===== src/core/rccs_map.vh =====
`ifndef RCCS_MAP_VH
`define RCCS_MAP_VH
// Register byte offsets
`define RCCS_OFF_CAUSE 12'h000
`define RCCS_OFF_MASK 12'h004
`define RCCS_OFF_PEND 12'h008
`define RCCS_OFF_CTRL 12'h00c
`define RCCS_OFF_STAT 12'h010
// Cause flag positions
`define RCCS_B_TRAP 15
`define RCCS_B_ILLOP 14
`define RCCS_B_CFGMM 9
`define RCCS_B_EXT_PIN_RESET_FLAG 7
`define RCCS_B_SWR 6
`define RCCS_B_WATCHDOG_TIMEOUT_FLAG 4
`define RCCS_B_SLEEP 3
`define RCCS_B_IDLE 2
`define RCCS_B_BOR 1
`define RCCS_B_POR 0
// Implemented flag mask and power-on value
`define RCCS_CAUSE_MASK 16'hc2df
`define RCCS_CAUSE_RST 16'h0003
// Control fields
`define RCCS_CTRL_SWEN 0
`define RCCS_CTRL_CFG_LSB 4
`define RCCS_CTRL_CFG_MSB 6
// Delays in microseconds, clock in MHz
`define RCCS_POR_US 10
`define RCCS_POWER_UP_TIMER_US 64
`define RCCS_OST_US 100
`define RCCS_CLOCK_FAIL_MONITOR_US 2
`define RCCS_CLK_MHZ 40
`endif


===== src/core/rccs_core.v =====
`timescale 1ns/100ps
`include "rccs_map.vh"
////////////////////////////////////////////////////////////////////////////////
// Operation
// - Trap conflict sets bit 15
// - Illegal op or W access sets 14
// - Configuration mismatch sets bit 9
// - Master clear reset sets bit 7
// - Software reset instruction sets bit 6
// - Watchdog sets bit 4; power-save clears
// - Sleep operand sets bit 3
// - Idle operand sets bit 2
// - Power-on or brown-out sets bit 1
// - Software may set or clear flags
// - No switching: clock from config bits
// - Switching: cold from initial, warm current
// - System reset after power-on and timer
// - Oscillator waits parallel; execution waits all
// - Clock monitor starts after its delay
// - Any reset clears and fetches at zero
module rccs_core #(
    parameter POR_CYC = (`RCCS_POR_US * `RCCS_CLK_MHZ),
    parameter POWER_UP_TIMER_CYC = (`RCCS_POWER_UP_TIMER_US * `RCCS_CLK_MHZ),
    parameter OST_CYC = (`RCCS_OST_US * `RCCS_CLK_MHZ),
    parameter CLOCK_FAIL_MONITOR_CYC = (`RCCS_CLOCK_FAIL_MONITOR_US * `RCCS_CLK_MHZ),
    parameter CW = 16
) (
    input wire pclk,
    input wire presetn,
    input wire psel,
    input wire penable,
    input wire pwrite,
    input wire [11:0] paddr,
    input wire [31:0] pwdata,
    output reg [31:0] prdata,
    output wire pready,
    output wire pslverr,
    input wire brownout_evt,
    input wire master_clear_evt,
    input wire watchdog_evt,
    input wire sw_reset_evt,
    input wire trap_conflict_evt,
    input wire illegal_op_evt,
    input wire config_mismatch_evt,
    input wire power_save_sleep_evt,
    input wire power_save_idle_evt,
    input wire [2:0] initial_osc_select,
    input wire [2:0] current_osc_select,
    input wire osc_ready,
    input wire pll_lock,
    output reg system_reset,
    output reg cpu_run,
    output reg clock_fail_monitor_en,
    output reg [2:0] clk_source_sel,
    output reg [23:0] reset_pc,
    output wire irq
);

////////////////////////////////////////////////////////////////////////////////
localparam ST_POR = 2'd0;
localparam ST_POWER_UP_TIMER = 2'd1;
localparam ST_WAIT = 2'd2;
localparam ST_RUN = 2'd3;

reg [15:0] cause;
reg [15:0] mask;
reg [15:0] pend;
reg [7:0] ctrl;
reg [1:0] state;
reg [CW-1:0] seq_cnt;
reg [CW-1:0] ost_cnt;
reg [CW-1:0] clock_fail_monitor_cnt;
reg ost_done;
reg [15:0] evt;
reg [15:0] next_cause;
reg [15:0] wr_val;
reg warm_rst;

wire wr_en = psel & penable & pwrite;
wire rd_en = psel & penable & ~pwrite;
wire hit = (paddr == `RCCS_OFF_CAUSE) | (paddr == `RCCS_OFF_MASK) | (paddr == `RCCS_OFF_PEND) |
    (paddr == `RCCS_OFF_CTRL) | (paddr == `RCCS_OFF_STAT);
assign pready = 1'b1;
assign pslverr = psel & penable & ~hit;
assign irq = |(pend & mask);

////////////////////////////////////////////////////////////////////////////////
// Event vector in flag layout
always @* begin
    evt = 16'h0000;
    evt[`RCCS_B_TRAP] = trap_conflict_evt;
    evt[`RCCS_B_ILLOP] = illegal_op_evt;
    evt[`RCCS_B_CFGMM] = config_mismatch_evt;
    evt[`RCCS_B_EXT_PIN_RESET_FLAG] = master_clear_evt;
    evt[`RCCS_B_SWR] = sw_reset_evt;
    evt[`RCCS_B_WATCHDOG_TIMEOUT_FLAG] = watchdog_evt;
    evt[`RCCS_B_SLEEP] = power_save_sleep_evt;
    evt[`RCCS_B_IDLE] = power_save_idle_evt;
    evt[`RCCS_B_BOR] = brownout_evt;
end

// Software write first, then hardware clear, then set; set wins over all
always @* begin
    wr_val = pwdata[15:0] & `RCCS_CAUSE_MASK;
    next_cause = cause;
    if (wr_en && paddr == `RCCS_OFF_CAUSE) begin
        next_cause = wr_val;
    end
    if (power_save_sleep_evt | power_save_idle_evt) begin
        next_cause[`RCCS_B_WATCHDOG_TIMEOUT_FLAG] = 1'b0;
    end
    next_cause = next_cause | evt;
end

always @* begin
    warm_rst = master_clear_evt | watchdog_evt | sw_reset_evt | trap_conflict_evt |
        illegal_op_evt | config_mismatch_evt;
end

////////////////////////////////////////////////////////////////////////////////
// presetn is the power-on reset: it clears every cause but BOR and POR
always @(posedge pclk or negedge presetn) begin
    if (!presetn) begin
        cause <= `RCCS_CAUSE_RST;
        mask <= 16'h0000;
        ctrl <= 8'h00;
    end else begin
        cause <= next_cause;
        if (wr_en && paddr == `RCCS_OFF_MASK) begin
            mask <= pwdata[15:0] & `RCCS_CAUSE_MASK;
        end
        if (wr_en && paddr == `RCCS_OFF_CTRL) begin
            ctrl <= pwdata[7:0];
        end
    end
end

// Pending copy of events for the interrupt; a read clears only what it returned,
// so an event landing in the setup cycle is not lost, and a new event wins
always @(posedge pclk or negedge presetn) begin
    if (!presetn) begin
        pend <= `RCCS_CAUSE_RST;
    end else if (rd_en && paddr == `RCCS_OFF_PEND) begin
        pend <= (pend & ~prdata[15:0]) | evt;
    end else begin
        pend <= pend | evt;
    end
end

////////////////////////////////////////////////////////////////////////////////
// Reset sequencer; brown-out and warm resets restart it
always @(posedge pclk or negedge presetn) begin
    if (!presetn) begin
        state <= ST_POR;
        seq_cnt <= {CW{1'b0}};
        ost_cnt <= {CW{1'b0}};
        ost_done <= 1'b0;
        clock_fail_monitor_cnt <= {CW{1'b0}};
        system_reset <= 1'b1;
        cpu_run <= 1'b0;
        clock_fail_monitor_en <= 1'b0;
        clk_source_sel <= 3'h0;
        reset_pc <= 24'h000000;
    end else if (brownout_evt | warm_rst) begin
        state <= brownout_evt ? ST_POR : ST_POWER_UP_TIMER;
        seq_cnt <= {CW{1'b0}};
        ost_cnt <= {CW{1'b0}};
        ost_done <= 1'b0;
        clock_fail_monitor_cnt <= {CW{1'b0}};
        system_reset <= 1'b1;
        cpu_run <= 1'b0;
        clock_fail_monitor_en <= 1'b0;
        reset_pc <= 24'h000000;
        if (!ctrl[`RCCS_CTRL_SWEN]) begin
            clk_source_sel <= ctrl[`RCCS_CTRL_CFG_MSB:`RCCS_CTRL_CFG_LSB];
        end else if (brownout_evt) begin
            clk_source_sel <= initial_osc_select;
        end else begin
            clk_source_sel <= current_osc_select;
        end
    end else begin
        // Oscillator start-up runs beside the reset delays
        if (!ost_done) begin
            if (ost_cnt >= OST_CYC[CW-1:0] - 1'b1 && osc_ready && pll_lock) begin
                ost_done <= 1'b1;
            end else if (ost_cnt < OST_CYC[CW-1:0] - 1'b1) begin
                ost_cnt <= ost_cnt + 1'b1;
            end
        end
        case (state)
            ST_POR: begin
                if (seq_cnt == POR_CYC[CW-1:0] - 1'b1) begin
                    seq_cnt <= {CW{1'b0}};
                    state <= ST_POWER_UP_TIMER;
                end else begin
                    seq_cnt <= seq_cnt + 1'b1;
                end
                if (seq_cnt == {CW{1'b0}} && !ctrl[`RCCS_CTRL_SWEN]) begin
                    clk_source_sel <= ctrl[`RCCS_CTRL_CFG_MSB:`RCCS_CTRL_CFG_LSB];
                end else if (seq_cnt == {CW{1'b0}}) begin
                    clk_source_sel <= initial_osc_select;
                end
            end
            ST_POWER_UP_TIMER: begin
                if (seq_cnt == POWER_UP_TIMER_CYC[CW-1:0] - 1'b1) begin
                    seq_cnt <= {CW{1'b0}};
                    system_reset <= 1'b0;
                    state <= ST_WAIT;
                end else begin
                    seq_cnt <= seq_cnt + 1'b1;
                end
            end
            ST_WAIT: begin
                if (ost_done) begin
                    cpu_run <= 1'b1;
                    state <= ST_RUN;
                end
            end
            ST_RUN: begin
                cpu_run <= 1'b1;
            end
            default: begin
                state <= ST_POR;
            end
        endcase
        // Monitor delay counts from system reset release
        if (!system_reset && !clock_fail_monitor_en) begin
            if (clock_fail_monitor_cnt == CLOCK_FAIL_MONITOR_CYC[CW-1:0] - 1'b1) begin
                clock_fail_monitor_en <= 1'b1;
            end else begin
                clock_fail_monitor_cnt <= clock_fail_monitor_cnt + 1'b1;
            end
        end
    end
end

////////////////////////////////////////////////////////////////////////////////
// Read data registered in setup phase so it is valid in access phase
always @(posedge pclk or negedge presetn) begin
    if (!presetn) begin
        prdata <= 32'h00000000;
    end else if (psel && !penable && !pwrite) begin
        case (paddr)
            `RCCS_OFF_CAUSE: prdata <= {16'h0000, cause};
            `RCCS_OFF_MASK: prdata <= {16'h0000, mask};
            `RCCS_OFF_PEND: prdata <= {16'h0000, pend};
            `RCCS_OFF_CTRL: prdata <= {24'h000000, ctrl};
            `RCCS_OFF_STAT: prdata <= {24'h000000, 1'b0, clk_source_sel, ost_done,
                clock_fail_monitor_en, cpu_run, system_reset};
            default: prdata <= 32'h00000000;
        endcase
    end
end

endmodule


===== config.mk =====
export PLATFORM = sky130hd
export DESIGN_NAME = rccs_core
export DESIGN_NICKNAME = d
export VERILOG_FILES = /design/src/core/rccs_core.v
export VERILOG_INCLUDE_DIRS = /design/src /design/src/core
export SDC_FILE = /design/constraint.sdc
export NUM_CORES = 1
export LEC_CHECK = 0
export BUFFER_PORTS_ARGS = -buffer_cell sky130_fd_sc_hd__buf_2
export CORE_ASPECT_RATIO = 0.5
export CORE_MARGIN = 2
export CORE_UTILIZATION = 50
export CTS_CLUSTER_DIAMETER = 60
export DETAILED_ROUTE_END_ITERATION = 12
export PLACE_DENSITY = 0.75
export SLEW_MARGIN = 20
export SYNTH_ARGS = -nofsm -noshare
export SYNTH_HDL_FRONTEND = slang
export SYNTH_SLANG_ARGS = --single-unit

===== constraint.sdc =====
create_clock -name pclk -period 2.8 [get_ports pclk]
set_clock_uncertainty 0.2 [all_clocks]
set_input_delay 0.7 -clock pclk [delete_from_list [all_inputs] [get_ports pclk]]
set_output_delay 0.7 -clock pclk [all_outputs]
set_load 0.02 [all_outputs]

# After elaboration in Yosys (flattened, before gate mapping)
# Index checks and enable logic that the tools add are counted.
# W data, S select, Z words.
[totals]
word_cells = 133
output_inout_bits = 65
in_bits = 66
ff_bits = 139
[classes]
n_bitwise = 23
reduce_logical = 36
eq_ne = 16
n_addsub = 3
magnitude_cmp = 2
mux = 39
[op_table]
columns = ["operator", "n"]
rows = [
  ["$mux W16", 12],
  ["$pmux W16 S5", 1],
  ["$add A16 B1 Y16 const B", 3],
  ["$or A16 B16 Y16", 3],
  ["$and A16 B16 Y16", 2],
  ["$pmux W16 S2", 1],
  ["$eq A12 B4 Y1 const B", 2],
  ["$mux W3", 6],
  ["$eq A16 B12 Y1 const B", 1],
  ["$eq A16 B7 Y1 const B", 1],
  ["$eq A16 B9 Y1 const B", 1],
  ["$ge A16 B12 Y1 const B", 1],
  ["$logic_not A16 Y1", 1],
  ["$lt A16 B12 Y1 const B", 1],
  ["$not A16 Y16", 1],
  ["$reduce_or A16 Y1", 1],
  ["$mux W1", 13],
  ["$eq A12 B3 Y1 const B", 1],
  ["$eq A12 B5 Y1 const B", 1],
  ["$logic_not A12 Y1", 1],
  ["$reduce_bool A2 Y1", 6],
  ["$or A1 B1 Y1", 11],
  ["$logic_and A1 B1 Y1", 10],
  ["$reduce_and A2 Y1", 5],
  ["16 further kinds", 33],
]

# Depth between registers and ports, before layout
# Gate-level depths: netlist of the first run.
[depth]
ltp_word = 8
depth_mapped = 8
depth_no_buf = 7

# Least setup slack after synthesis of the first run
# OpenSTA, ideal clock, no wires.
[synth_timing]
path_kind = "input to register"
startpoint = "input port paddr[8]"
endpoint = "register mask[0]"
setup_ps = 125
setup_slack_ps = 194
arrival_time_ps = 2282
stages = 5
t_required_ps = 2475
n_path_buf = 0
path_cell_list = "nor4_1 nand3_2 or3_4 nor3_4 mux2_2"
[synth_between]
elab_chain_len = 2
[synth_lines]
columns = ["element", "line_no", "source"]
rows = [
  ["from (decl)", "rccs_core.v:33", "input wire [11:0] paddr,"],
  ["$eq A12 B3 Y1", "n/a", ""],
  ["$logic_and A1 B1 Y1 (no line)", "n/a", ""],
  ["to (signal assigned)", "rccs_core.v:130", "mask <= pwdata[15:0] & `RCCS_CAUSE_MASK;"],
  ["to (decl)", "rccs_core.v:66", "reg [15:0] mask;"],
]
# No other way between the ends.
# A chain may end at the register's enable or synchronous reset.

# Final worst setup path of the first run
[layout_timing]
startpoint = "register mask[2]"
endpoint = "output port irq"
[layout_between]
elab_chain_len = 2
[layout_lines]
columns = ["element", "line_no", "source"]
rows = [
  ["$and A16 B16 Y16", "rccs_core.v:85", "assign irq = |(pend & mask);"],
  ["$reduce_or A16 Y1", "rccs_core.v:85", ""],
  ["to (decl)", "rccs_core.v:56", "output wire irq"],
]
# No other way between the ends.

==> reports/qor.yml, run 1 <==
global_route:
  grt-ovfl-total: 0
  grt_antenna_before_repair: 0
  grt_pass1_vias: 4964
  grt_pass1_wl_mm: 24.3
  grtUsageTotal_pct: 22.9
  grt_max_degree: 44
floorplan:
  io_pins: 131
  chipWidth_um: 162
  fp.dieH_um: 83.0
  die_area_mm2: 0.0134
  start_util_pct: 52.0
  core_mm2: 0.0120
  num_rows: 28
final_layout:
  final_common_cell: "dfrtp_1"
  antenna_cells: 0
  layout_common_cells: "dfrtp_1 (112), nor2_1 (69), buf_2 (67), nand2_1 (55), conb_1 (41)"
  drive_gt1_share_pct: 23.5
  fill_cells: 970
  finish.utilization_pct: 61.5
  area_growth_syn_to_layout_pct: 18.1
  nNetsFinal: 793
routing:
  drc_errors: 0
  first_pass_iters: 4
  first_iter_violations: 390
  via_per_inst: 5.64
  routed_wl_mm: 14.7
  vias: 5049
  wl_per_cell_um: 16.4
  ant_nets: 0
sta:
  grt_setup_unrepaired: "false"
  min_period_ns: 2.73
  setup_viol: 0
  hold_viol_final: 0
  finalWorstSetupSlack_ns: 0.0655
  relSlewSlack_pct: 56.1
  finalSetupTns_ns: 0
  tightest_slew_ns: 0.653
  slew_viol_final: 0
  post-route-period-util_pct: 97.7
  fmax_mhz: 366
placed_design:
  dp_slack_ns: 0.115
  port_buffers: 68
  place.gp.congestion: 0.870
  hpwl_mm: 10.3
synth:
  async_flop_share_pct: 100
  synthXorXnorAreaFrac_pct: 3.93
  netlist_area_mm2: 0.00624
  synthMuxAreaShare_pct: 9.25
  yosys.area_share.simple_pct: 19.4
  synth_compound_area_share_pct: 10.7
  yosysUniqueCellTypes: 57
  yosys_warnings: 0
  synth_top_family_by_area: "simple AND/OR/NAND/NOR gates"
  synth_seq_cells: 117
  synth-adder-area-share_pct: 1.81
  ys_seq_area_share_pct: 47.1
  synth_ff_type: "dfrtp_1"
  synth_edf_count: 0
  syn_area_per_cell_um2: 9.95
  synthCells: 627
clock_tree:
  htreeDepth: 4
  cts_buffers: 17
  cts_root_buffer: "clkbuf_16"
  clkSlewWorstSetupHoldPaths_ns: 0.06
  postCtsHoldBufs: 0
  post_cts_buffers: 0
  clock_latency_ns: 0.42
  clockBufferDepth: 2
  cts.sinks: 117
  ctsResizeCount: 0
  cts_tree: "done"
power:
  vdd_drop_max_v: 0.000453
  pwr_density_cell_mw_per_mm2: 552
  p_total_mw: 4.06
  p_leak_nw: 3.30
worst_setup_path:
  path_class: "flip-flop to output port"
  critPathLaunchType: "flip-flop"
  end_kind: "output port"
  required_ns: 1.90
  arrival_ns: 1.83
  path_max_fanout: 3
job:
  maxCapViolCount: 0
hold_path:
  hold_class: "primary input to asynchronous set/reset pin"
status:
  outcome: "completed"
[layer usage]
metal  vias to the layer above  wire, um  global-route usage [%]
li1                       2324         -                       -
met2                       197      7060                    37.3
met4                         0       354                    10.8
met1                      2493      6370                    29.3
met5                         -         0                       0
met3                        35       874                    5.29
[area by class of cell]
class	count	area, um^2	area share, %
Sequential cell	117	2930	39.8
Timing Repair Buffer	95	583	7.92
Clock buffer	17	425	5.78
Tap cell	165	206	2.80
Multi-Input combinational cell	465	2980	40.4
Clock inverter	15	156	2.12
Inverter	22	82.6	1.12
[Yosys cell counts (6+ instances only)]
library cell,n,area (um^2)
dfrtp_1,112,2800
buf_4,41,308
nor3_1,12,60.1
xnor2_1,10,87.6
o31ai_1,7,52.6
clkbuf_1,11,41.3
nand4_1,19,119
and3_1,7,43.8
mux2i_1,25,250
ha_1,9,113
nand3_1,19,95.1
a31oi_1,16,100
inv_1,22,82.6
or3_1,10,62.6
nor2_1,69,259
nand2_1,55,206
a21boi_0,7,52.6
mux2_2,19,214
xor2_1,18,158
buf_2,6,30.0
nor4_1,9,56.3
o21ai_0,24,120
a22o_1,9,78.8
a21oi_1,22,110
[worst paths after layout]
check	start	endpoint	slack, ns	depth (start not counted)
setup / recovery	mask[2]	irq	0.07	4
setup reg to reg	seq_cnt[6]	clk_source_sel[0]	0.32	5
hold reg to reg	prdata[15]	pend[15]	0.28	1
max in group asynchronous	presetn	clock_fail_monitor_cnt[11]	1.68	2
min in group pclk	prdata[15]	pend[15]	0.28	1
hold / removal	presetn	cause[15]	0.08	1
[cell families after synthesis]
kind of cell	Yosys count
multiplexers	49
flip-flops	117
buffers and inverters	84
AND/OR/NAND/NOR	233
other	2
AO/OA/AOI/OAI	105
XOR/XNOR	28
adder cells (fa/ha/maj)	9
[flip-flops by register name, summed over array words and instances (netlist names)]
| register | cells |
|---|---|
| prdata | 16 |
| system_reset | 1 |
| cpu_run | 1 |
| clock_fail_monitor_cnt | 16 |
| cause | 10 |
| ctrl | 8 |
| ost_cnt | 16 |
| ost_done | 1 |
| state | 2 |
| pend | 16 |
| clk_source_sel | 3 |
| seq_cnt | 16 |
| mask | 10 |
| clock_fail_monitor_en | 1 |
[metrics by stage]
step / area, um^2 / hold WS, ns / std cells
final: 7360 / 0.0774 / 896
after global routing: 7360 / 0.116 / 896
after CTS: 7360 / 0.0942 / 896
after detailed placement: 6780 / 0.266 / 864
after global placement: 6780 / 0.263 / 864
after floorplan: 6380 / 0.204 / 666
[critical path, stage by stage (launching register included)]
cell and delay (ns):
dfrtp_1 0.40, a22o_1 0.25, a221oi_1 0.40, nand4_1 0.18, buf_2 0.19
[report_power, final]
part / total, mW / internal (mW) / leakage (nW) / switching, mW
Sequential: 1.70 / 1.69 / 1.53 / 0.00279
Combinational: 0.227 / 0.0657 / 1.49 / 0.162
Clock: 2.14 / 1.31 / 0.272 / 0.827
Total: 4.06 / 3.07 / 3.30 / 0.991
Note: power is estimated with default switching activity, not from simulation.
==> inputs of run 2 (changes only) <==
--- a/config.mk
+++ b/config.mk
@@ -13,6 +13,7 @@
 export CTS_CLUSTER_DIAMETER = 60
 export DETAILED_ROUTE_END_ITERATION = 12
 export PLACE_DENSITY = 0.75
+export SKIP_LAST_GASP = 1
 export SLEW_MARGIN = 20
 export SYNTH_ARGS = -nofsm -noshare
 export SYNTH_HDL_FRONTEND = slang
==> constraint.sdc (replaced) <==
create_clock -name pclk -period 3.1 [get_ports pclk]
set_clock_uncertainty 0.2 [all_clocks]
set_input_delay 0.775 -clock pclk [delete_from_list [all_inputs] [get_ports pclk]]
set_output_delay 0.775 -clock pclk [all_outputs]
set_load 0.02 [all_outputs]
==> run 2 against run 1 <==
  * Combinational power fell by 11%
  * First-iteration DRC count increased by 7.2%
  * Cell count decreased by 0.89%
  * Core utilization is 0.14 points lower
  * Clock-buffer cell count increased by 1
  * Critical path depth stayed put
  * Wire length is 3.8% lower
  * Via count fell by 2.7%
==> reports/qor.yml, run 2 (synthesized netlist as in run 1, its figures left out) <==
routing:
  via_per_inst: 5.53  # -1.8%
  routed_wl_mm: 14.1  # -3.8%
  first_iter_violations: 418  # +7.2%
  first_pass_iters: 4  # unchanged
  wl_per_cell_um: 15.9  # -2.9%
  ant_nets: 0  # unchanged
  vias: 4915  # -2.7%
  drc_errors: 0  # unchanged
final_layout:
  final_common_cell: "dfrtp_1"
  drive_gt1_share_pct: 22.7  # -0.85 points
  fill_cells: 954  # -1.6%
  area_growth_syn_to_layout_pct: 17.8
  nNetsFinal: 785  # -1.0%
  layout_common_cells: "dfrtp_1 (112), nor2_1 (69), buf_2 (67), nand2_1 (55), conb_1 (41)"
  antenna_cells: 0  # unchanged
worst_setup_path:
  worst-path-buf-inv: 1  # unchanged
  crit_chain: "a22o_1 > a221oi_1 > nand4_1 > buf_2"
  arrival_ns: 1.76  # -0.07 ns
  path_class: "flip-flop to output port"
  path_max_fanout: 3  # unchanged
  required_ns: 2.12  # +0.22 ns
  critPathTopFamily: "compound AO/OA/AOI/OAI gates"
  cp_slowest_cell: "dfrtp_1"
  critPathLaunchType: "flip-flop"
  max_stage_delay_ns: 0.39  # about the same
  end_kind: "output port"
placed_design:
  place.gp.congestion: 0.889  # +2.1%
  hpwl_mm: 9.64  # -6.4%
  port_buffers: 68  # unchanged
floorplan:
  num_rows: 28  # unchanged
  core_mm2: 0.0120  # unchanged
  fp.dieH_um: 83.0  # unchanged
  die_area_mm2: 0.0134  # unchanged
  chipWidth_um: 162  # unchanged
  start_util_pct: 52.0  # unchanged
  io_pins: 131  # unchanged
clock_tree:
  post_cts_buffers: 0  # unchanged
  postCtsHoldBufs: 0  # unchanged
  clockBufferDepth: 2  # unchanged
  cts_buffers: 17  # unchanged
  cts.sinks: 117  # unchanged
  clkSlewWorstSetupHoldPaths_ns: 0.06  # about the same
  clock_latency_ns: 0.42  # about the same
  cts_tree: "done"
  ctsResizeCount: 0  # unchanged
  htreeDepth: 4  # unchanged
  cts_root_buffer: "clkbuf_16"
hold_path:
  hold_class: "primary input to asynchronous set/reset pin"
sta:
  fmax_mhz: 365
  setup_viol: 0  # unchanged
  tightest_slew_ns: 0.768  # +0.115 ns
  finalSetupTns_ns: 0  # unchanged
  relSlewSlack_pct: 48.4  # -7.7 points
  holdWs_ns: 0.195  # +0.117 ns
  min_period_ns: 2.74
  grt_setup_unrepaired: "false"
  post-route-period-util_pct: 88.4
  slew_viol_final: 0  # unchanged
  hold_viol_final: 0  # unchanged
power:
  pwr_density_cell_mw_per_mm2: 527  # -4.6%
  p_leak_nw: 3.29  # -0.38%
  vdd_drop_max_v: 0.000435  # -3.9%
global_route:
  grtUsageTotal_pct: 22.3  # -0.67 points
  grt_antenna_before_repair: 0  # unchanged
  grt-ovfl-total: 0  # unchanged
  grt_pass1_vias: 4871  # -1.9%
  grt_max_degree: 52  # +18%
  grt_pass1_wl_mm: 23.8  # -2.2%
status:
  outcome: "completed"
job:
  maxCapViolCount: 0  # unchanged
## run 2: worst paths after layout
kind | startpoint | to | slack (ns) | cells after the start
setup / recovery | mask[2] | irq | 0.36 | 4
hold / removal | presetn | prdata[15] | 0.19 | 1
setup reg to reg | seq_cnt[6] | clk_source_sel[2] | 0.57 | 5
hold reg to reg | prdata[14] | pend[14] | 0.28 | 1
max in group asynchronous | presetn | system_reset | 1.79 | 2
min in group pclk | prdata[14] | pend[14] | 0.28 | 1
## run 2: per-layer routing
metal  wire length, um  part of all wire, %  up-vias  global-route usage, %
li1                  -                    -     2313                      -
met5                 0                    0        -                      0
met2              6740                   48      166                   35.7
met4               208                  1.5        0                   9.81
met1              6340                   45     2415                   29.3
met3               823                  5.8       21                   4.85
## run 2: worst register-to-register path: cells and delay by family (launching register included)
kind             cells  cell delay [ns]
AND/OR/NAND/NOR      2             0.78
flip-flops           1             0.45
AO/OA/AOI/OAI        3             0.99
## run 2: final cells by class
cell class / count / area [um^2] / area share [%]
inverters: 22 / 82.6 / 1.12
clock buffers: 18 / 439 / 5.98
multi-input cells: 465 / 2980 / 40.5
clock inverters: 14 / 199 / 2.71
well taps: 165 / 206 / 2.81
repair buffers: 87 / 510 / 6.95
flip-flops and latches: 117 / 2930 / 39.9
## run 2: power breakdown
group	total, mW	switching, mW	internal (mW)
registers	1.53	0.00247	1.53
logic	0.201	0.144	0.0568
clock network	2.14	0.762	1.37
total	3.87	0.908	2.96
## run 2: through the flow
step                instances  total power [mW]  util (%)  cell area, um^2  worst slack [ns]
floorplan                 666              1.71         -             6380             0.419
global placement          856              1.76      56.0             6710             0.212
detailed placement        856              1.76      56.0             6710             0.330
CTS                       888              3.89      61.3             7350             0.384
global route              888              3.98      61.3             7350             0.310
finish                    888              3.87      61.3             7350             0.361
